## src/rtl/eeiu_pkg.sv

```systemverilog
package eeiu_pkg;

    localparam int NUM_LINES = 16;
    localparam int NUM_VEC   = 5;
    localparam int ADDR_W    = 9;

    localparam logic [8:0] OFS_FALL_IRQ_EN  = 9'h000;
    localparam logic [8:0] OFS_RISE_IRQ_EN  = 9'h020;
    localparam logic [8:0] OFS_SEL_LOW      = 9'h040;
    localparam logic [8:0] OFS_SEL_HIGH     = 9'h060;
    localparam logic [8:0] OFS_FALL_DET_EN  = 9'h080;
    localparam logic [8:0] OFS_RISE_DET_EN  = 9'h0a0;
    localparam logic [8:0] OFS_FALL_FLAG    = 9'h0c0;
    localparam logic [8:0] OFS_RISE_FLAG    = 9'h0e0;
    localparam logic [8:0] OFS_EVT_STATUS   = 9'h100;
    localparam logic [8:0] OFS_EVT_MASK     = 9'h104;
    localparam logic [8:0] OFS_CORE_EN      = 9'h108;

    localparam logic [31:0] RST_WORD        = 32'h0000_0000;
    localparam logic [15:0] RST_HALF        = 16'h0000;
    localparam logic [4:0]  RST_CORE_EN     = 5'h00;

    localparam logic [3:0]  SEL_PORT_A      = 4'h0;
    localparam logic [3:0]  SEL_PORT_B      = 4'h1;
    localparam logic [3:0]  SEL_PORT_C      = 4'h2;
    localparam logic        RSVD_SEL_LEVEL  = 1'b1;

    localparam logic [31:0] VEC_BASE        = 32'h0000_0040;
    localparam logic [15:0] LINES_VEC0      = 16'h0001;
    localparam logic [15:0] LINES_VEC1      = 16'h00fe;
    localparam logic [15:0] LINES_VEC2      = 16'h0f00;
    localparam logic [15:0] LINES_VEC3      = 16'hf000;
    localparam int          VEC_CLK_FAIL    = 4;

    typedef enum logic [1:0] {
        EEIU_BUS_IDLE = 2'b01,
        EEIU_BUS_DONE = 2'b10
    } eeiu_bus_state_e;

    typedef struct packed {
        logic [8:0]  address;
        logic        read;
        logic        write;
        logic [31:0] writedata;
        logic [3:0]  byteenable;
    } eeiu_avs_req_s;

    typedef struct packed {
        logic [15:0] port_a;
        logic [15:0] port_b;
        logic [15:0] port_c;
    } eeiu_pins_s;

    typedef struct packed {
        logic clock_fail_flag;
        logic clock_unit_irq_en;
        logic base_timer_req;
        logic comparator_req;
        logic touch_unit_req;
        logic core_exc_req;
    } eeiu_wake_src_s;

endpackage

```

## src/rtl/eeiu_top.sv

```systemverilog
`timescale 1ns/10ps
// Notes on behaviour
// [RL1] Falling interrupt enable bits 15..0, one per line, gate falling requests.
// [RL2] Rising interrupt enable bits 15..0, one per line, gate rising requests.
// [RL3] Lines 0..7 take 4-bit port selects: 0 port A, 1 B, 2 C.
// [RL4] Lines 8..15 take a second select register, same code, same pin number.
// [RL5] Falling transitions are detected only while the line's detect bit is set.
// [RL6] Rising transitions are detected only while the line's detect bit is set.
// [RL7] Reset clears all enables and selects: port A, nothing detected or requested.
// [RL8] Number n vectors at 0x40 plus 4n; lines group onto numbers 0..3.
// [RL9] Only exceptions, lines, clock fail, base timer, comparator, touch wake STOP.
// [RL10] A vector reaches the core only with core enable and module mask set.
// [RL11] Several gated flags sharing one vector are ORed onto it.
// [RL12] Clock failure uses number 4, gated by the clock unit enable, wakes STOP.
// [RL13] A detected falling edge sets the line's falling flag until software clears.
// [RL14] A detected rising edge sets the line's rising flag until software clears.
// [RL15] Software writing one to an edge flag sets it like a real edge.
// [RL16] Line requests when an enabled flag is set; shared-vector lines are ORed.
// [RL17] The selected pin is synchronised, then compared with its previous sample.
module eeiu_top (
    input  wire logic                   clk,             // System clock.
    input  wire logic                   srst,            // Sync reset, high.
    input  wire eeiu_pkg::eeiu_avs_req_s avs,            // Avalon request.
    output logic [31:0]                 avs_readdata,    // Avalon read data.
    output logic                        avs_waitrequest, // Avalon stall.
    input  wire eeiu_pkg::eeiu_pins_s   pins,            // Raw port pins.
    input  wire eeiu_pkg::eeiu_wake_src_s wake_src,      // Other wake sources.
    output logic [4:0]                  core_irq,        // Vector requests.
    output logic [31:0]                 pend_vec_addr,   // Lowest pending vec.
    output logic                        stop_wake,       // STOP wake request.
    output logic                        irq              // Event interrupt.
);

    logic [15:0] fall_irq_en;
    logic [15:0] rise_irq_en;
    logic [31:0] line_source_select_low;
    logic [31:0] line_source_select_high;
    logic [15:0] fall_detect_en;
    logic [15:0] rise_detect_en;
    logic [15:0] fall_edge_flag;
    logic [15:0] rise_edge_flag;
    logic [15:0] evt_status;
    logic [15:0] evt_mask;
    logic [4:0]  core_en;

    eeiu_pkg::eeiu_pins_s    pins_s1;
    eeiu_pkg::eeiu_pins_s    pins_s2;
    logic [15:0]             line_now;
    logic [15:0]             line_prev;
    logic [15:0]             fall_hit;
    logic [15:0]             rise_hit;
    logic [15:0]             line_req;
    logic [4:0]              vec_req;
    logic [4:0]              next_core_irq;
    logic [31:0]             next_pend_vec_addr;
    logic                    next_stop_wake;

    eeiu_pkg::eeiu_bus_state_e bus_state;
    logic                    access;
    logic                    wr_fire;
    logic                    rd_take;

    function automatic logic [31:0] merge_be(input logic [31:0] old,
                                             input logic [31:0] wd,
                                             input logic [3:0]  be);
        logic [31:0] r;
        r = old;
        for (int i = 0; i < 4; i++) begin
            if (be[i]) begin
                r[8*i +: 8] = wd[8*i +: 8];
            end
        end
        return r;
    endfunction

    function automatic logic pick_pin(input logic [3:0] code,
                                      input logic       a,
                                      input logic       b,
                                      input logic       c);
        logic r;
        case (code)
            eeiu_pkg::SEL_PORT_A: r = a;
            eeiu_pkg::SEL_PORT_B: r = b;
            eeiu_pkg::SEL_PORT_C: r = c;
            default:              r = eeiu_pkg::RSVD_SEL_LEVEL;
        endcase
        return r;
    endfunction

    function automatic logic [31:0] vector_address(input logic [4:0] n);
        return eeiu_pkg::VEC_BASE + {25'h0, n, 2'b00};
    endfunction

    function automatic logic [31:0] read_mux(input logic [8:0] addr);
        logic [31:0] r;
        r = eeiu_pkg::RST_WORD;
        case (addr)
            eeiu_pkg::OFS_FALL_IRQ_EN: r = {16'h0, fall_irq_en};
            eeiu_pkg::OFS_RISE_IRQ_EN: r = {16'h0, rise_irq_en};
            eeiu_pkg::OFS_SEL_LOW:     r = line_source_select_low;
            eeiu_pkg::OFS_SEL_HIGH:    r = line_source_select_high;
            eeiu_pkg::OFS_FALL_DET_EN: r = {16'h0, fall_detect_en};
            eeiu_pkg::OFS_RISE_DET_EN: r = {16'h0, rise_detect_en};
            eeiu_pkg::OFS_FALL_FLAG:   r = {16'h0, fall_edge_flag};
            eeiu_pkg::OFS_RISE_FLAG:   r = {16'h0, rise_edge_flag};
            eeiu_pkg::OFS_EVT_STATUS:  r = {16'h0, evt_status};
            eeiu_pkg::OFS_EVT_MASK:    r = {16'h0, evt_mask};
            eeiu_pkg::OFS_CORE_EN:     r = {27'h0, core_en};
            default:                   r = eeiu_pkg::RST_WORD;
        endcase
        return r;
    endfunction

    // Every access stalls exactly one cycle so read data can be registered.
    assign access          = avs.read | avs.write;
    assign avs_waitrequest = access & (bus_state == eeiu_pkg::EEIU_BUS_IDLE);
    assign wr_fire = avs.write & (bus_state == eeiu_pkg::EEIU_BUS_DONE);
    assign rd_take = avs.read & (bus_state == eeiu_pkg::EEIU_BUS_IDLE);

    always_ff @(posedge clk) begin
        if (srst) begin
            bus_state <= eeiu_pkg::EEIU_BUS_IDLE;
        end else begin
            case (bus_state)
                eeiu_pkg::EEIU_BUS_IDLE: begin
                    if (access) begin
                        bus_state <= eeiu_pkg::EEIU_BUS_DONE;
                    end
                end
                eeiu_pkg::EEIU_BUS_DONE: bus_state <= eeiu_pkg::EEIU_BUS_IDLE;
                default:                 bus_state <= eeiu_pkg::EEIU_BUS_IDLE;
            endcase
        end
    end

    always_ff @(posedge clk) begin
        if (srst) begin
            avs_readdata <= eeiu_pkg::RST_WORD;
        end else if (rd_take) begin
            avs_readdata <= read_mux(avs.address);
        end
    end

    // Configuration registers; all clear to zero so every line picks port A.
    always_ff @(posedge clk) begin
        if (srst) begin
            fall_irq_en             <= eeiu_pkg::RST_HALF; // RL7
            rise_irq_en             <= eeiu_pkg::RST_HALF;
            line_source_select_low  <= eeiu_pkg::RST_WORD;
            line_source_select_high <= eeiu_pkg::RST_WORD;
            fall_detect_en          <= eeiu_pkg::RST_HALF;
            rise_detect_en          <= eeiu_pkg::RST_HALF;
            evt_mask                <= eeiu_pkg::RST_HALF;
            core_en                 <= eeiu_pkg::RST_CORE_EN;
        end else if (wr_fire) begin
            case (avs.address)
                eeiu_pkg::OFS_FALL_IRQ_EN: fall_irq_en <= 16'(merge_be( // RL1
                    {16'h0, fall_irq_en}, avs.writedata, avs.byteenable));
                eeiu_pkg::OFS_RISE_IRQ_EN: rise_irq_en <= 16'(merge_be( // RL2
                    {16'h0, rise_irq_en}, avs.writedata, avs.byteenable));
                eeiu_pkg::OFS_SEL_LOW: line_source_select_low <= merge_be(
                    line_source_select_low, avs.writedata,
                    avs.byteenable); // RL3
                eeiu_pkg::OFS_SEL_HIGH: line_source_select_high <= merge_be(
                    line_source_select_high, avs.writedata,
                    avs.byteenable); // RL4
                eeiu_pkg::OFS_FALL_DET_EN: fall_detect_en <= 16'(merge_be(
                    {16'h0, fall_detect_en}, avs.writedata, avs.byteenable));
                eeiu_pkg::OFS_RISE_DET_EN: rise_detect_en <= 16'(merge_be(
                    {16'h0, rise_detect_en}, avs.writedata, avs.byteenable));
                eeiu_pkg::OFS_EVT_MASK: evt_mask <= 16'(merge_be(
                    {16'h0, evt_mask}, avs.writedata, avs.byteenable));
                eeiu_pkg::OFS_CORE_EN: core_en <= 5'(merge_be(
                    {27'h0, core_en}, avs.writedata, avs.byteenable));
                default: ;
            endcase
        end
    end

    // Two-stage synchroniser on every pin; only stage two is ever decoded.
    // Reset to the pulled-up idle level, so no false edge follows reset.
    always_ff @(posedge clk) begin
        if (srst) begin
            pins_s1 <= '1;
            pins_s2 <= '1;
        end else begin
            pins_s1 <= pins; // RL17
            pins_s2 <= pins_s1;
        end
    end

    always_comb begin
        logic [63:0] sel_all;
        sel_all = {line_source_select_high, line_source_select_low};
        for (int i = 0; i < eeiu_pkg::NUM_LINES; i++) begin
            line_now[i] = pick_pin(sel_all[4*i +: 4], // RL3 RL4
                                   pins_s2.port_a[i],
                                   pins_s2.port_b[i],
                                   pins_s2.port_c[i]);
        end
    end

    // Changing a line's select can itself look like an edge on that line.
    always_ff @(posedge clk) begin
        if (srst) begin
            line_prev <= ~eeiu_pkg::RST_HALF;
        end else begin
            line_prev <= line_now; // RL17
        end
    end

    assign fall_hit = ~line_now & line_prev & fall_detect_en; // RL5
    assign rise_hit = line_now & ~line_prev & rise_detect_en; // RL6

    // Writing the flag register stores the written bits, so a one sets and a
    // zero clears; a hardware edge in the same cycle still wins.
    always_ff @(posedge clk) begin
        if (srst) begin
            fall_edge_flag <= eeiu_pkg::RST_HALF;
            rise_edge_flag <= eeiu_pkg::RST_HALF;
        end else begin
            if (wr_fire && avs.address == eeiu_pkg::OFS_FALL_FLAG) begin
                fall_edge_flag <= 16'(merge_be({16'h0, fall_edge_flag},
                    avs.writedata, avs.byteenable)) | fall_hit; // RL15
            end else begin
                fall_edge_flag <= fall_edge_flag | fall_hit; // RL13
            end
            if (wr_fire && avs.address == eeiu_pkg::OFS_RISE_FLAG) begin
                rise_edge_flag <= 16'(merge_be({16'h0, rise_edge_flag},
                    avs.writedata, avs.byteenable)) | rise_hit; // RL15
            end else begin
                rise_edge_flag <= rise_edge_flag | rise_hit; // RL14
            end
        end
    end

    // Sticky per-line edge events, write one to clear, set wins.
    always_ff @(posedge clk) begin
        if (srst) begin
            evt_status <= eeiu_pkg::RST_HALF;
        end else if (wr_fire && avs.address == eeiu_pkg::OFS_EVT_STATUS) begin
            evt_status <= (evt_status & ~16'(merge_be(32'h0, avs.writedata,
                avs.byteenable))) | fall_hit | rise_hit;
        end else begin
            evt_status <= evt_status | fall_hit | rise_hit;
        end
    end

    assign line_req = (fall_edge_flag & fall_irq_en)  // RL1 RL16
                    | (rise_edge_flag & rise_irq_en); // RL2

    assign vec_req[0] = |(line_req & eeiu_pkg::LINES_VEC0); // RL8
    assign vec_req[1] = |(line_req & eeiu_pkg::LINES_VEC1); // RL11 RL16
    assign vec_req[2] = |(line_req & eeiu_pkg::LINES_VEC2); // RL11
    assign vec_req[3] = |(line_req & eeiu_pkg::LINES_VEC3); // RL11
    assign vec_req[eeiu_pkg::VEC_CLK_FAIL] = wake_src.clock_fail_flag
                                           & wake_src.clock_unit_irq_en; // RL12

    assign next_core_irq = vec_req & core_en; // RL10

    always_comb begin
        next_pend_vec_addr = eeiu_pkg::RST_WORD;
        for (int k = eeiu_pkg::NUM_VEC - 1; k >= 0; k--) begin
            if (next_core_irq[k]) begin
                next_pend_vec_addr = vector_address(5'(k)); // RL8
            end
        end
    end

    assign next_stop_wake = (|line_req) | vec_req[eeiu_pkg::VEC_CLK_FAIL]
                          | wake_src.base_timer_req | wake_src.comparator_req
                          | wake_src.touch_unit_req
                          | wake_src.core_exc_req; // RL9 RL12

    always_ff @(posedge clk) begin
        if (srst) begin
            core_irq      <= eeiu_pkg::RST_CORE_EN;
            pend_vec_addr <= eeiu_pkg::RST_WORD;
            stop_wake     <= 1'b0;
            irq           <= 1'b0;
        end else begin
            core_irq      <= next_core_irq; // RL10
            pend_vec_addr <= next_pend_vec_addr;
            stop_wake     <= next_stop_wake; // RL9
            irq           <= |(evt_status & evt_mask);
        end
    end
endmodule // eeiu_top

```

## config.mk

```make
export PLATFORM = sky130hd
export DESIGN_NAME = eeiu_top
export DESIGN_NICKNAME = d
export VERILOG_FILES = /design/src/rtl/eeiu_pkg.sv /design/src/rtl/eeiu_top.sv
export SDC_FILE = /design/constraint.sdc
export NUM_CORES = 1
export LEC_CHECK = 0
export BUFFER_PORTS_ARGS = -buffer_cell sky130_fd_sc_hd__buf_2
export CORE_UTILIZATION = 40
export CTS_CLUSTER_DIAMETER = 60
export DETAILED_ROUTE_END_ITERATION = 8
export GPL_ROUTABILITY_DRIVEN = 0
export PLACE_DENSITY = 0.63
export RECOVER_POWER = 50
export SLEW_MARGIN = 20
export SYNTH_ARGS = -nofsm -noshare
export SYNTH_HDL_FRONTEND = slang
export SYNTH_SLANG_ARGS = --single-unit
export TNS_END_PERCENT = 10
```

## constraint.sdc

```tcl
create_clock -name clk -period 3.65 [get_ports clk]
set_input_delay 0 -clock clk [delete_from_list [all_inputs] [get_ports clk]]
set_output_delay 0 -clock clk [all_outputs]
set_load 0.01 [all_outputs]
```

# Word-level counts from Yosys, hierarchy flattened
# Cells that the tools add are included.
dict set report totals {
  register_bits 382
  latch_bits 0
  mem_bits_rw 0
  mem_bits_ro 0
  output_inout_bits 72
  memories 0
}
dict set report op_classes {
  add_sub_neg 0
  mul 0
  n_div 0
  n_lt_le_gt_ge 0
  eq_ne 44
  shift 0
  mux 43
  bitwise 32
  reduce_logical 48
}
# operator count
set ops {}
lappend ops {{case mux 32 bit (11 select lines)} 1}
lappend ops {{two-way mux 8 bit} 18}
lappend ops {{OR 16 bit} 9}
lappend ops {{bitwise AND 16 bit} 8}
lappend ops {{equality test 4 x 1 -> 1 bit (second input constant)} 16}
lappend ops {{equality test 4 x 2 -> 1 bit (second input constant)} 16}
lappend ops {{zero test 4 bit} 16}
lappend ops {{AND reduction 3 bit} 19}
lappend ops {{two-way mux 16 bit} 3}
lappend ops {{NOT 16 bit} 3}
lappend ops {{case mux 1 bit (3 select lines)} 16}
lappend ops {{equality test 9 x 8 -> 1 bit (second input constant)} 4}
lappend ops {{two-way mux 7 bit} 5}
lappend ops {{OR reduction 16 bit} 2}
lappend ops {{equality test 9 bit (second input constant)} 3}
lappend ops {{equality test 9 x 7 -> 1 bit (second input constant)} 2}
lappend ops {{equality test 9 x 6 -> 1 bit (second input constant)} 1}
lappend ops {{zero test 9 bit} 1}
lappend ops {{OR reduction 4 bit} 2}
lappend ops {{OR reduction 7 bit} 1}
lappend ops {{OR 1 bit} 6}
lappend ops {{bitwise AND 5 bit} 1}
lappend ops {{OR reduction 5 bit} 1}
lappend ops {{bitwise AND 1 bit} 4}
lappend ops {{6 further kinds} 9}

# Depth between registers and ports, before layout
# Gate-level depths: netlist (run 1).
dict set report depth {
  word_depth 10
  depth_mapped 8
  depth_no_buf 5
}

# Worst setup path before layout (run 1)
# OpenSTA, ideal clock, no wires.
dict set report synth_path {
  kind {reg2reg}
  from {reg bus_state[1]}
  to {reg evt_mask[14]}
  setup_time_ns 0.070
  arrival_ns 1.751
  required_ns 3.580
  path_slack_ns 1.828
  path_stages_with_launch 9
  n_path_buf 4
  synth_period_minus_slack_ns 1.822
  path_cell_list {dfxtp_1 and3b_1 clkbuf_1 and2_1 buf_2 buf_2 buf_1 nand3_1 a21oi_1}
}
dict set report synth_between {
  elab_chain_len 3
}
# element line
set synth_rtl {}
lappend synth_rtl {{from (decl)} eeiu_top.sv:58} ;# eeiu_pkg::eeiu_bus_state_e bus_state;
lappend synth_rtl {{from (signal assigned)} eeiu_top.sv:122} ;# bus_state <= eeiu_pkg::EEIU_BUS_IDLE;
lappend synth_rtl {{from (signal assigned)} eeiu_top.sv:127} ;# bus_state <= eeiu_pkg::EEIU_BUS_DONE;
lappend synth_rtl {{from (signal assigned)} eeiu_top.sv:130} ;# eeiu_pkg::EEIU_BUS_DONE: bus_state <= eeiu_pkg::EEIU_BUS_IDLE;
lappend synth_rtl {{equality test 2 bit} eeiu_top.sv:117} ;# assign wr_fire = avs.write & (bus_state == eeiu_pkg::EEIU_BUS_DONE);
lappend synth_rtl {{bitwise AND 1 bit} eeiu_top.sv:117}
lappend synth_rtl {{AND reduction 3 bit (no source line)} --}
lappend synth_rtl {{to (signal assigned)} eeiu_top.sv:153} ;# evt_mask <= eeiu_pkg::RST_HALF;
lappend synth_rtl {{to (signal assigned)} eeiu_top.sv:171} ;# eeiu_pkg::OFS_EVT_MASK: evt_mask <= 16'(merge_be(
lappend synth_rtl {{to (decl)} eeiu_top.sv:43} ;# logic [15:0] evt_mask;
# No other way between the ends.
# A chain may end at the register's enable or synchronous reset.

# Worst setup path after layout (run 1)
dict set report layout_path {
  from {in avs[40] (netlist bit)}
  to {reg fall_edge_flag[3]}
}
dict set report layout_between {
  elab_chain_len 3
}
# element line
set layout_rtl {}
lappend layout_rtl {{from (decl)} eeiu_top.sv:23} ;# input wire eeiu_pkg::eeiu_avs_req_s avs,
lappend layout_rtl {{equality test 9 x 8 -> 1 bit} eeiu_top.sv:222} ;# if (wr_fire && avs.address == eeiu_pkg::OFS_FALL_FLAG) begin
lappend layout_rtl {{logical AND 1 bit} eeiu_top.sv:222}
lappend layout_rtl {{two-way mux 16 bit} eeiu_top.sv:222}
lappend layout_rtl {{to (signal assigned)} eeiu_top.sv:219} ;# fall_edge_flag <= eeiu_pkg::RST_HALF;
lappend layout_rtl {{to (signal assigned)} eeiu_top.sv:223} ;# fall_edge_flag <= 16'(merge_be({16'h0, fall_edge_flag},
lappend layout_rtl {{to (signal assigned)} eeiu_top.sv:226} ;# fall_edge_flag <= fall_edge_flag | fall_hit;
lappend layout_rtl {{to (decl)} eeiu_top.sv:40} ;# logic [15:0] fall_edge_flag;
# No other way between the ends.

==> results of run 1 <==
cells in the mapped netlist, types with 23 or more instances:
| master | n |
|---|---|
| o21ai_0 | 23 |
| dfxtp_1 | 354 |
| or2_2 | 98 |
| clkbuf_1 | 75 |
| mux2i_1 | 147 |
| nand2_1 | 188 |
| a22oi_1 | 61 |
| nand3_1 | 81 |
| nor2_1 | 101 |
| buf_4 | 30 |
| a21oi_1 | 131 |
| nor3_1 | 25 |
timing repair:
action | in CTS | in global routing
hold buffers | 90 | 0
buffers inserted | 0 | 0
hold endpoints to repair | 246 | 0
gates resized for setup | 0 | 0
cell type report:
class                      count  share of cell area
multi-input combinational   1081              0.3859
inverter                       2           0.0004289
timing repair buffer         259             0.09944
clock inverter                11            0.009865
clock buffer                  57             0.06648
sequential                   354              0.4049
tap                          461             0.03295
metal layers:
metal	GRT usage	share of wire	up-vias
met3	0.04056	0.090	96
met1	0.3382	0.45	5725
met5	0	0.00029	-
met2	0.3617	0.43	632
li1	-	-	5782
met4	0.07844	0.032	2
kinds of logic after synthesis:
kind of cell           after synthesis  share of synthesized area
AO/OA/AOI/OAI                      302                     0.1346
buffers and inverters              137                    0.04598
flip-flops                         354                     0.4904
multiplexers                       169                     0.1213
other                                1                  0.0002595
AND/OR/NAND/NOR                    582                     0.2074
cell usage in the layout, fill, tap and decap left out, types with 4 or more instances in the layout:
cell	netlist	final
nor2_1	101	101
clkbuf_8	0	12
a211oi_1	8	8
nand2b_1	19	19
o21ai_0	23	23
a221oi_1	15	15
mux2i_1	147	147
or2_2	98	98
dlygate4sd3_1	0	90
nor2b_1	8	8
clkbuf_16	0	39
clkinv_2	0	4
buf_4	30	20
nand3_1	81	81
or3b_2	16	16
a31oi_1	19	19
a21oi_1	131	131
nand3b_1	4	4
a22o_1	6	6
dfxtp_1	354	354
conb_1	1	28
buf_2	18	101
o22ai_1	9	9
a222oi_1	6	6
clkbuf_1	75	51
nand2_1	188	188
a311oi_1	7	7
nor3_1	25	27
a22oi_1	61	61
mux2_2	19	19
sequential cells by signal, indices dropped and copies added (netlist names), 4 cells and up:
name / count
rise_edge_flag: 16
fall_detect_en: 16
core_en: 5
fall_irq_en: 16
core_irq: 5
evt_mask: 16
fall_edge_flag: 16
rise_detect_en: 16
pins_s1: 48
line_prev: 16
line_source_select_low: 32
pins_s2: 48
rise_irq_en: 16
evt_status: 16
line_source_select_high: 32
avs_readdata: 32
pend_vec_addr: 4
stage by stage:
stage / area, um2 / utilization
3_3_place_gp: 15390 / 0.4326
3_5_place_dp: 15390 / 0.4326
2_1_floorplan: 14550 / -
4_1_cts: 17630 / 0.4955
5_1_grt: 17500 / 0.4921
6_report: 17500 / 0.4921
worst reg2reg max path, cell delays in order, from the launching register on:
cell and delay [ps]:
dfxtp_1 340, nand3b_1 160, buf_4 250, a2111oi_4 260
clkbuf_1 750, nand2b_1 610, o21ai_0 310
worst max-delay path by stage:
stage,from,endpoint,slack [ps],cells past startpoint
final,avs[40],fall_edge_flag[3]$_SDFF_PP0_,500,7
after global placement,avs[39],rise_edge_flag[7]$_SDFF_PP0_,1230,7
after floorplan,bus_state[1]$_SDFFE_PP0P_,evt_mask[14]$_SDFFE_PP0P_,1830,8
after global routing,avs[40],fall_edge_flag[6]$_SDFF_PP0_,420,7
after detailed placement,bus_state[1]$_SDFFE_PP0P_,rise_edge_flag[12]$_SDFF_PP0_,1140,5
after CTS,avs[40],line_source_select_low[23]$_SDFFE_PP0P_,990,9
where the power goes:
| part | switching, uW | internal (uW) | total (uW) |
|---|---|---|---|
| Sequential | 14.9 | 3920 | 3940 |
| Clock | 1580 | 2430 | 4010 |
| Combinational | 260 | 178 | 438 |
| Total | 1850 | 6530 | 8380 |
==> summary.txt, run 1 <==
Run status
  • Status: finished, violations left
  • Failing checks: max-capacitance violations, max-slew violations

Logic synthesis
  • Synth warn: 0
  • Top post-synthesis cells by area: dfxtp_1, mux2i_1, nand2_1
  • Post-synth top area cell: dfxtp_1
  • Yosys cell types: 66
  • Area share of the largest cell type after synthesis: 0.4904
  • Fraction of registers with async set/reset: 0
  • Cell area after synthesis: 14450 um2
  • Post-synth EDFFs: 0
  • Seq/Total Area, Yosys: 0.4904
  • Post-synthesis register bit count: 354
  • Synthesized instance count: 1545
  • Top_reg_cell synth: dfxtp_1
  • Avg Synthesized Cell Area: 9.353 um2

Critical path
  • Critical path endpoint category: flip-flop
  • Max stage delay on crit path: 1130 ps
  • CP max FO: 12
  • FF-to-FF End: avs_readdata[28]$_SDFFE_PP0P_
  • Reg2reg start: bus_state[1]$_SDFFE_PP0P_
  • Crit path cell chain: dlygate4sd3_1, buf_2, or4_1, nor3_1, nand2_2, mux2i_1, a21oi_1
  • Reg2Reg Setup Slack: 910 ps
  • Arr. time, crit path: 3490 ps
  • Critical-path top delay cell: nor3_1
  • R2R cell count: 6
  • Worst path buffer plus inverter count: 2
  • Crit path max-delay family: simple AND/OR/NAND/NOR gates
  • CP startpoint kind: input pin
  • Crit path required time: 3990 ps
  • Crit Path Class: in2reg

CTS
  • Clock tree buffer depth: 3
  • Root Driver: clkbuf_16
  • Clock sinks: 354
  • CTS H-tree depth: 2
  • Latest clock arrival within the worst-skew pair: 550 ps
  • Clk slew on worst S/H paths: 60 ps
  • CTS tree: yes
  • TritonCTS buffer count: 39

STA
  • Worst slew pin tran: 1824 ps
  • Final WS setup: 500.5 ps
  • Min Hold Slack: 42.62 ps
  • Final Hold Vio Count: 0
  • Final Cycle Share: 0.8629
  • Fmax: 0.3175 GHz
  • Final setup viols: 0
  • Final min period: 3150 ps
  • Slew Limit Fails: 304
  • Fin Setup TNS: 0 ps
  • Slew headroom: -0.2157
  • RSZ-0062 raised after global routing: no
  • Clock skew: 28.19 ps

Die
  • Starting Density: 0.4063
  • Die Y: 192.1 um
  • Horiz. Die Dim: 192.1 um
  • # IOs: 175
  • Die Area: 36890 um2
  • Core area: 35570 um2
  • Std-Cell Rows: 69

Global route
  • Overflow after GRT: 0
  • Vias in the first global route: 11379
  • Largest net degree at the start of global routing: 104
  • Global-route wire length before repair: 67140 um
  • GRT Util Overall: 0.2375
  • Initial antenna violation count: 1

Placed design
  • DP Worst Slack: 1136 ps
  • Dpl cells: 2067
  • Post-detail-place hpwl: 30910 um
  • Port bufs: 146

Power and ir drop
  • Overall power: 8382 uW
  • Peak supply drop: 0.0004054 V
  • Leakage: 0.006798 uW
  • Power Density: 478.9 nW/um2

Route
  • Final Routed Wirelength: 44190 um
  • Vias: 12237
  • Detail Route Antenna Nets: 0
  • Vias per inst: 5.500
  • Residual DRC: 0
  • DRT Pass-1 Iters: 6
  • DR WL/cell: 19.86 um
  • 1st-iter DRT viols: 1193

Cells and area
  • Area of the multi-input gates: 6755 um2
  • Layout cells sized above 1: 0.1939
  • P&R area growth vs syn: 21.13%
  • Finished Layout Cells: 2225
  • FF+latch area: 7087 um2
  • # fillers: 3360
  • Antenna diode count: 0
  • Final nets: 1840

Min path
  • Hold path depth: 4
  • WHS Endpoint: avs_readdata[13]$_SDFFE_PP0P_
  • HP Start: avs[46]
  • Hold crit path type: in2reg

Run
  • Max-cap violation count: 4
Power figures use the tool's default switching activity.
==> inputs of run 2 (changes only) <==
--- a/config.mk
+++ b/config.mk
@@ -8,2 +8,3 @@
 export BUFFER_PORTS_ARGS = -buffer_cell sky130_fd_sc_hd__buf_2
+export CAP_MARGIN = 20
 export CORE_UTILIZATION = 40
@@ -12,3 +13,3 @@
 export GPL_ROUTABILITY_DRIVEN = 0
-export PLACE_DENSITY = 0.63
+export PLACE_DENSITY_LB_ADDON = 0.1
 export RECOVER_POWER = 50
==> constraint.sdc (replaced) <==
create_clock -name clk -period 3.65 [get_ports clk]
set_input_delay 0.365 -clock clk [delete_from_list [all_inputs] [get_ports clk]]
set_output_delay 0.365 -clock clk [all_outputs]
set_load 0.01 [all_outputs]
==> run 2 against run 1 <==
Effect of this change:
- the flow still finishes with violations (max-capacitance violations, max-slew violations)
- setup slack better by 350 ps
- global-route usage is 1.0 points higher
- sequential power hardly changed
- via count shrank 2.4%
- fmax increased by 12%
- core utilization is 1.2 points lower
- non-clock buffer count down 52
- final cell count shrank 1.9%
- die area is the same
- routed wire length increased by 4.1%
- power rose by 1.6%
- combinational power down 8.2%
- largest power group unchanged
==> summary.txt, run 2 (synthesized netlist as in run 1, its figures left out) <==
CTS
  • TritonCTS buffer count: 40 (+2.6%)
  • Root Driver: clkbuf_16
  • Latest clock arrival within the worst-skew pair: 540 ps (about the same)
  • Clock sinks: 354 (unchanged)
  • Clk slew on worst S/H paths: 60 ps (about the same)
  • CTS H-tree depth: 2 (unchanged)
  • CTS tree: yes
  • Clock tree buffer depth: 3 (unchanged)

Cells and area
  • Final nets: 1789 (-2.8%)
  • Top flop regs: pins_s1 x48, pins_s2 x48
  • Leading cell type in the layout, fill and taps excluded: dfxtp_1
  • Area of the multi-input gates: 6768 um2 (+0.19%)
  • # fillers: 3485 (+3.7%)
  • P&R area growth vs syn: 18.07%
  • Most frequent cells in the layout: dfxtp_1, nand2_1, mux2i_1
  • FF+latch area: 7087 um2 (unchanged)
  • Layout cells sized above 1: 0.2015 (+0.007637)

Die
  • Die Area: 36890 um2 (unchanged)
  • # IOs: 175 (unchanged)
  • Die Y: 192.1 um (unchanged)
  • Std-Cell Rows: 69 (unchanged)
  • Horiz. Die Dim: 192.1 um (unchanged)
  • Core area: 35570 um2 (unchanged)
  • Starting Density: 0.4063 (unchanged)

Critical path
  • CP max FO: 54 (+42)
  • Reg2Reg Setup Slack: 1030 ps (+120 ps)
  • Critical path endpoint category: flip-flop
  • Crit Path Class: in2reg
  • Arr. time, crit path: 3200 ps (-290 ps)
  • CP startpoint kind: input pin
  • Crit path required time: 4050 ps (+60 ps)

Route
  • DRT Pass-1 Iters: 5 (-1)
  • Met2 wire length: 19220 um (+0.99%)
  • DR WL/cell: 21.08 um (+6.2%)
  • Top Layer Used: met5
  • Final Routed Wirelength: 46010 um (+4.1%)
  • Detail Route Antenna Nets: 0 (unchanged)
  • Vias per inst: 5.473 (-0.49%)
  • 1st-iter DRT viols: 1090 (-8.6%)
  • Met1 wire length: 21630 um (+9.7%)
  • Met3 WL post-DR: 3858 um (-3.4%)
  • Residual DRC: 0 (unchanged)
  • Vias: 11942 (-2.4%)

Global route
  • Largest net degree at the start of global routing: 142 (+37%)
  • Initial antenna violation count: 4 (+3)
  • Overflow after GRT: 0 (unchanged)
  • Global-route wire length before repair: 68520 um (+2.1%)
  • Vias in the first global route: 11044 (-2.9%)
  • GRT Util Overall: 0.2479 (+0.01040)

STA
  • Final Hold Vio Count: 0 (unchanged)
  • Final Cycle Share: 0.7683 (-0.09456)
  • Clock skew: 12.59 ps (-15.59 ps)
  • Slew headroom: -0.3335 (-0.1178)
  • RSZ-0062 raised after global routing: no
  • Fmax: 0.3566 GHz (+12%)
  • Slew Limit Fails: 155 (-49%)
  • Worst slew pin tran: 2000 ps (+176.7 ps)
  • Final min period: 2804 ps (-345.1 ps)
  • Fin Setup TNS: 0 ps (unchanged)
  • Final setup viols: 0 (unchanged)

Power and ir drop
  • Power Density: 499.0 nW/um2 (+4.2%)
  • Peak supply drop: 0.0003512 V (-13%)
  • Overall power: 8514 uW (+1.6%)
  • Leakage: 0.006645 uW (-2.2%)

Min path
  • Hold crit path type: in2reg

Run status
  • Status: finished, violations left
  • Failing checks: max-capacitance violations, max-slew violations

Placed design
  • Port bufs: 146 (unchanged)
  • Post-detail-place hpwl: 32100 um (+3.8%)

Run
  • Max-cap violation count: 3 (-1)
==> run 2: worst paths after layout <==
| path | from | to | cells past startpoint |
|---|---|---|---|
| worst min-delay path | pins[4] | pins_s1[4]$_SDFF_PP1_ | 2 |
| worst min register to register | pins_s1[21]$_SDFF_PP1_ | pins_s2[21]$_SDFF_PP1_ | 1 |
| worst max-delay path | srst | pend_vec_addr[4]$_SDFF_PP0_ | 5 |
| worst max register to register | bus_state[0]$_SDFFE_PP1P_ | evt_status[0]$_SDFF_PP0_ | 5 |
==> run 2: metal layers <==
layer / vias to the layer above / GRT usage
li1: 5685 / -
met1: 5683 / 0.3538
met2: 489 / 0.3610
met3: 83 / 0.06322
met4: 2 / 0.08116
met5: - / 0
==> run 2: area by class of cell <==
type	count	area share
clock inverter	18	0.01379
inverter	2	0.0004400
clock buffer	55	0.06673
timing repair buffer	207	0.07260
sequential	354	0.4154
multi-input combinational	1081	0.3967
antenna	4	0.0005867
tap	461	0.03381
==> run 2: critical path: stages <==
cell and delay [ps]:
clkbuf_2 860, clkbuf_1 1500, nor2_1 170, nand2_1 180, nor3_1 50
==> run 2: stage by stage <==
step	hold WS [ps]	instances	util	cell area, um2	setup WS [ps]
2_1_floorplan	389.5	1572	-	14550	1573
3_3_place_gp	390.5	2069	0.4341	15440	845.5
3_5_place_dp	392.3	2069	0.4341	15440	685.9
4_1_cts	1.943	2178	0.4829	17180	1227
5_1_grt	17.28	2179	0.4795	17050	621.8
6_report	21.95	2182	0.4797	17060	845.6
==> run 2: repair_timing <==
item / in CTS / in global routing
setup buffers: 0 / 0
hold endpoints to repair: 36 / 0
hold buffers: 36 / 0
resized for setup: 0 / 0
==> run 2: report_power, final <==
group / leakage [uW] / switching [uW] / internal, uW
clock network: 0.000679 / 1630 / 2550
logic: 0.00309 / 260 / 142
registers: 0.00288 / 14.1 / 3920
total: 0.00665 / 1900 / 6610
==> inputs of run 3 (changes only) <==
Clock period 3.65 ns to 2.6 ns, I/O delays scaled along.
==> run 3 against run 2 <==
Effect of this change:
- the flow still finishes with violations (max-capacitance violations, max-slew violations)
- sequential power grew 40%
- global-route usage increased by 0.33 points
- die area is the same
- register-to-register slack got worse by 560 ps
- highest routed layer unchanged
==> summary.txt, run 3 (synthesized netlist as in run 1, its figures left out) <==
STA
  • Final Cycle Share: 0.8845
  • Final WS setup: 300.2 ps (-545.4 ps)
  • Final min period: 2300 ps
  • Final Hold Vio Count: 0 (unchanged)
  • Final setup viols: 0 (unchanged)
  • Slew Limit Fails: 233 (+50%)
  • Clock skew: 20.81 ps (+8.214 ps)
  • Fin Setup TNS: 0 ps (unchanged)
  • Fmax: 0.4348 GHz
  • RSZ-0062 raised after global routing: no
  • Slew headroom: -0.2246 (+0.1089)
  • Worst slew pin tran: 1837 ps (-163.3 ps)

Route
  • DRT Pass-1 Iters: 6 (+1)
  • Vias: 12209 (+2.2%)
  • Residual DRC: 0 (unchanged)
  • DR WL/cell: 20.71 um (-1.8%)
  • 1st-iter DRT viols: 1162 (+6.6%)
  • Detail Route Antenna Nets: 0 (unchanged)
  • Final Routed Wirelength: 46570 um (+1.2%)
  • Vias per inst: 5.431 (-0.77%)

Run status
  • Failing checks: max-capacitance violations, max-slew violations
  • Status: finished, violations left

Critical path
  • CP startpoint kind: input pin
  • R2R cell count: 5 (unchanged)
  • Reg2reg start: bus_state[1]$_SDFFE_PP0P_
  • Setup crit end: line_source_select_high[30]$_SDFFE_PP0P_
  • Reg2Reg Setup Slack: 470 ps (-560 ps)
  • Critical path endpoint category: flip-flop
  • Crit Path Class: in2reg
  • Crit path required time: 2960 ps (-1090 ps)
  • Arr. time, crit path: 2660 ps (-540 ps)
  • FF-to-FF End: fall_detect_en[4]$_SDFFE_PP0P_
  • CP startpoint: avs[44]
  • CP max FO: 30 (-44%)

Cells and area
  • Top flop regs: pins_s1 x48, pins_s2 x48
  • # fillers: 3415 (-2.0%)
  • P&R area growth vs syn: 22.50%
  • Final Core Density: 0.4976 (+0.01798)
  • Layout cells sized above 1: 0.2172 (+0.01573)
  • Most frequent cells in the layout: dfxtp_1, nand2_1, mux2i_1
  • Final nets: 1858 (+3.9%)
  • Leading cell type in the layout, fill and taps excluded: dfxtp_1
  • Final instance area: 17700 um2 (+3.7%)

Die
  • Std-Cell Rows: 69 (unchanged)
  • Die Y: 192.1 um (unchanged)
  • Core area: 35570 um2 (unchanged)
  • Die Area: 36890 um2 (unchanged)
  • # IOs: 175 (unchanged)
  • Starting Density: 0.4063 (unchanged)
  • Horiz. Die Dim: 192.1 um (unchanged)

Min path
  • Hold crit path type: in2reg
  • Hold path depth: 3 (+1)

Power and ir drop
  • Sw Share: 0.2250 (+0.001588)
  • Clock power frac: 0.487 (-0.004)
  • Leakage: 0.006974 uW (+4.9%)
  • Psw: 2698 uW (+42%)
  • Peak supply drop: 0.0005010 V (+43%)
  • Power Density: 677.4 nW/um2 (+36%)
  • Flop pwr share: 0.461 (about the same)
  • Overall power: 11990 uW (+41%)
  • Comb power frac: 0.053 (+0.006)
  • Internal power: 9293 uW (+41%)

Placed design
  • DP Worst Slack: 253.1 ps (-432.8 ps)
  • Placed cell area: 15790 um2 (+2.2%)
  • Post-detail-place hpwl: 33030 um (+2.9%)
  • Port bufs: 146 (unchanged)

CTS
  • Post-CTS setup buffers: 0 (unchanged)
  • Root Driver: clkbuf_16
  • Clock tree buffer depth: 3 (unchanged)
  • Cts hold-fix bufs: 64 (+78%)
  • Clk slew on worst S/H paths: 60 ps (about the same)
  • Clock sinks: 354 (unchanged)
  • Latest clock arrival within the worst-skew pair: 540 ps (about the same)
  • CTS tree: yes
  • TritonCTS buffer count: 40 (unchanged)
  • Resize count post-CTS: 0 (unchanged)
  • CTS H-tree depth: 2 (unchanged)

Global route
  • Vias in the first global route: 11190 (+1.3%)
  • Overflow after GRT: 0 (unchanged)
  • Largest net degree at the start of global routing: 105 (-26%)
  • GRT Util Overall: 0.2512 (+0.003250)
  • Initial antenna violation count: 3 (-1)
  • Global-route wire length before repair: 69800 um (+1.9%)

Run
  • Max-cap violation count: 3 (unchanged)
==> run 3: cell types whose count changed in the layout (fill, tap and decap cells not counted), sizes merged <==
cell and delta:
buf +36, bufinv -1, clkbuf +6, diode -3
dlygate4sd3 +28
==> run 3: power by group through the flow <==
stage	Clock [uW]	Combinational [uW]	Sequential, uW
finish	5830	633	5520
global placement	0	557	5640
detailed placement	0	559	5640
floorplan	0	341	5640
CTS	5940	632	5520
global route	6180	677	5530
==> run 3: per-stage QoR <==
step	hold slack (ps)	cells
CTS	46.53	2247
global placement	391.6	2110
floorplan	363.8	1572
detailed placement	393.2	2110
finish	57.68	2248
global route	77.77	2247
==> run 3: worst min path at each step <==
stage	start	endpoint	slack, ps
final	wake_src[5]	pend_vec_addr[4]$_SDFF_PP0_	60
after global placement	pins_s1[26]$_SDFF_PP1_	pins_s2[26]$_SDFF_PP1_	390
after CTS	wake_src[5]	pend_vec_addr[4]$_SDFF_PP0_	50
after detailed placement	pins_s1[25]$_SDFF_PP1_	pins_s2[25]$_SDFF_PP1_	390
after floorplan	pins[0]	pins_s1[0]$_SDFF_PP1_	360
after global routing	wake_src[5]	pend_vec_addr[4]$_SDFF_PP0_	80
==> run 3: routing by layer <==
layer,track usage,share of wire,vias up,wire length (um)
met2,0.3745,0.43,525,19960
met3,0.04586,0.079,77,3664
met4,0.06602,0.022,2,1027
met1,0.3688,0.47,5771,21900
li1,-,-,5834,-
met5,0,0.00037,-,17
==> run 3: layout make-up <==
type,instances,area [um2],area share
clock inverter,17,221.5,0.01251
tap,461,576.8,0.03259
clock buffer,56,1161,0.06560
inverter,2,7.507,0.0004241
sequential,354,7087,0.4004
timing repair buffer,276,1844,0.1042
antenna,1,2.502,0.0001414
multi-input combinational,1081,6800,0.3842
==> run 3: worst max-delay path, cell delays in order <==
cell and delay [ps]:
clkbuf_1 870, nor2b_1 320, and3_1 280, buf_12 220, nand3_1 100, clkbuf_1 290
mux2i_1 230, nor2_1 50
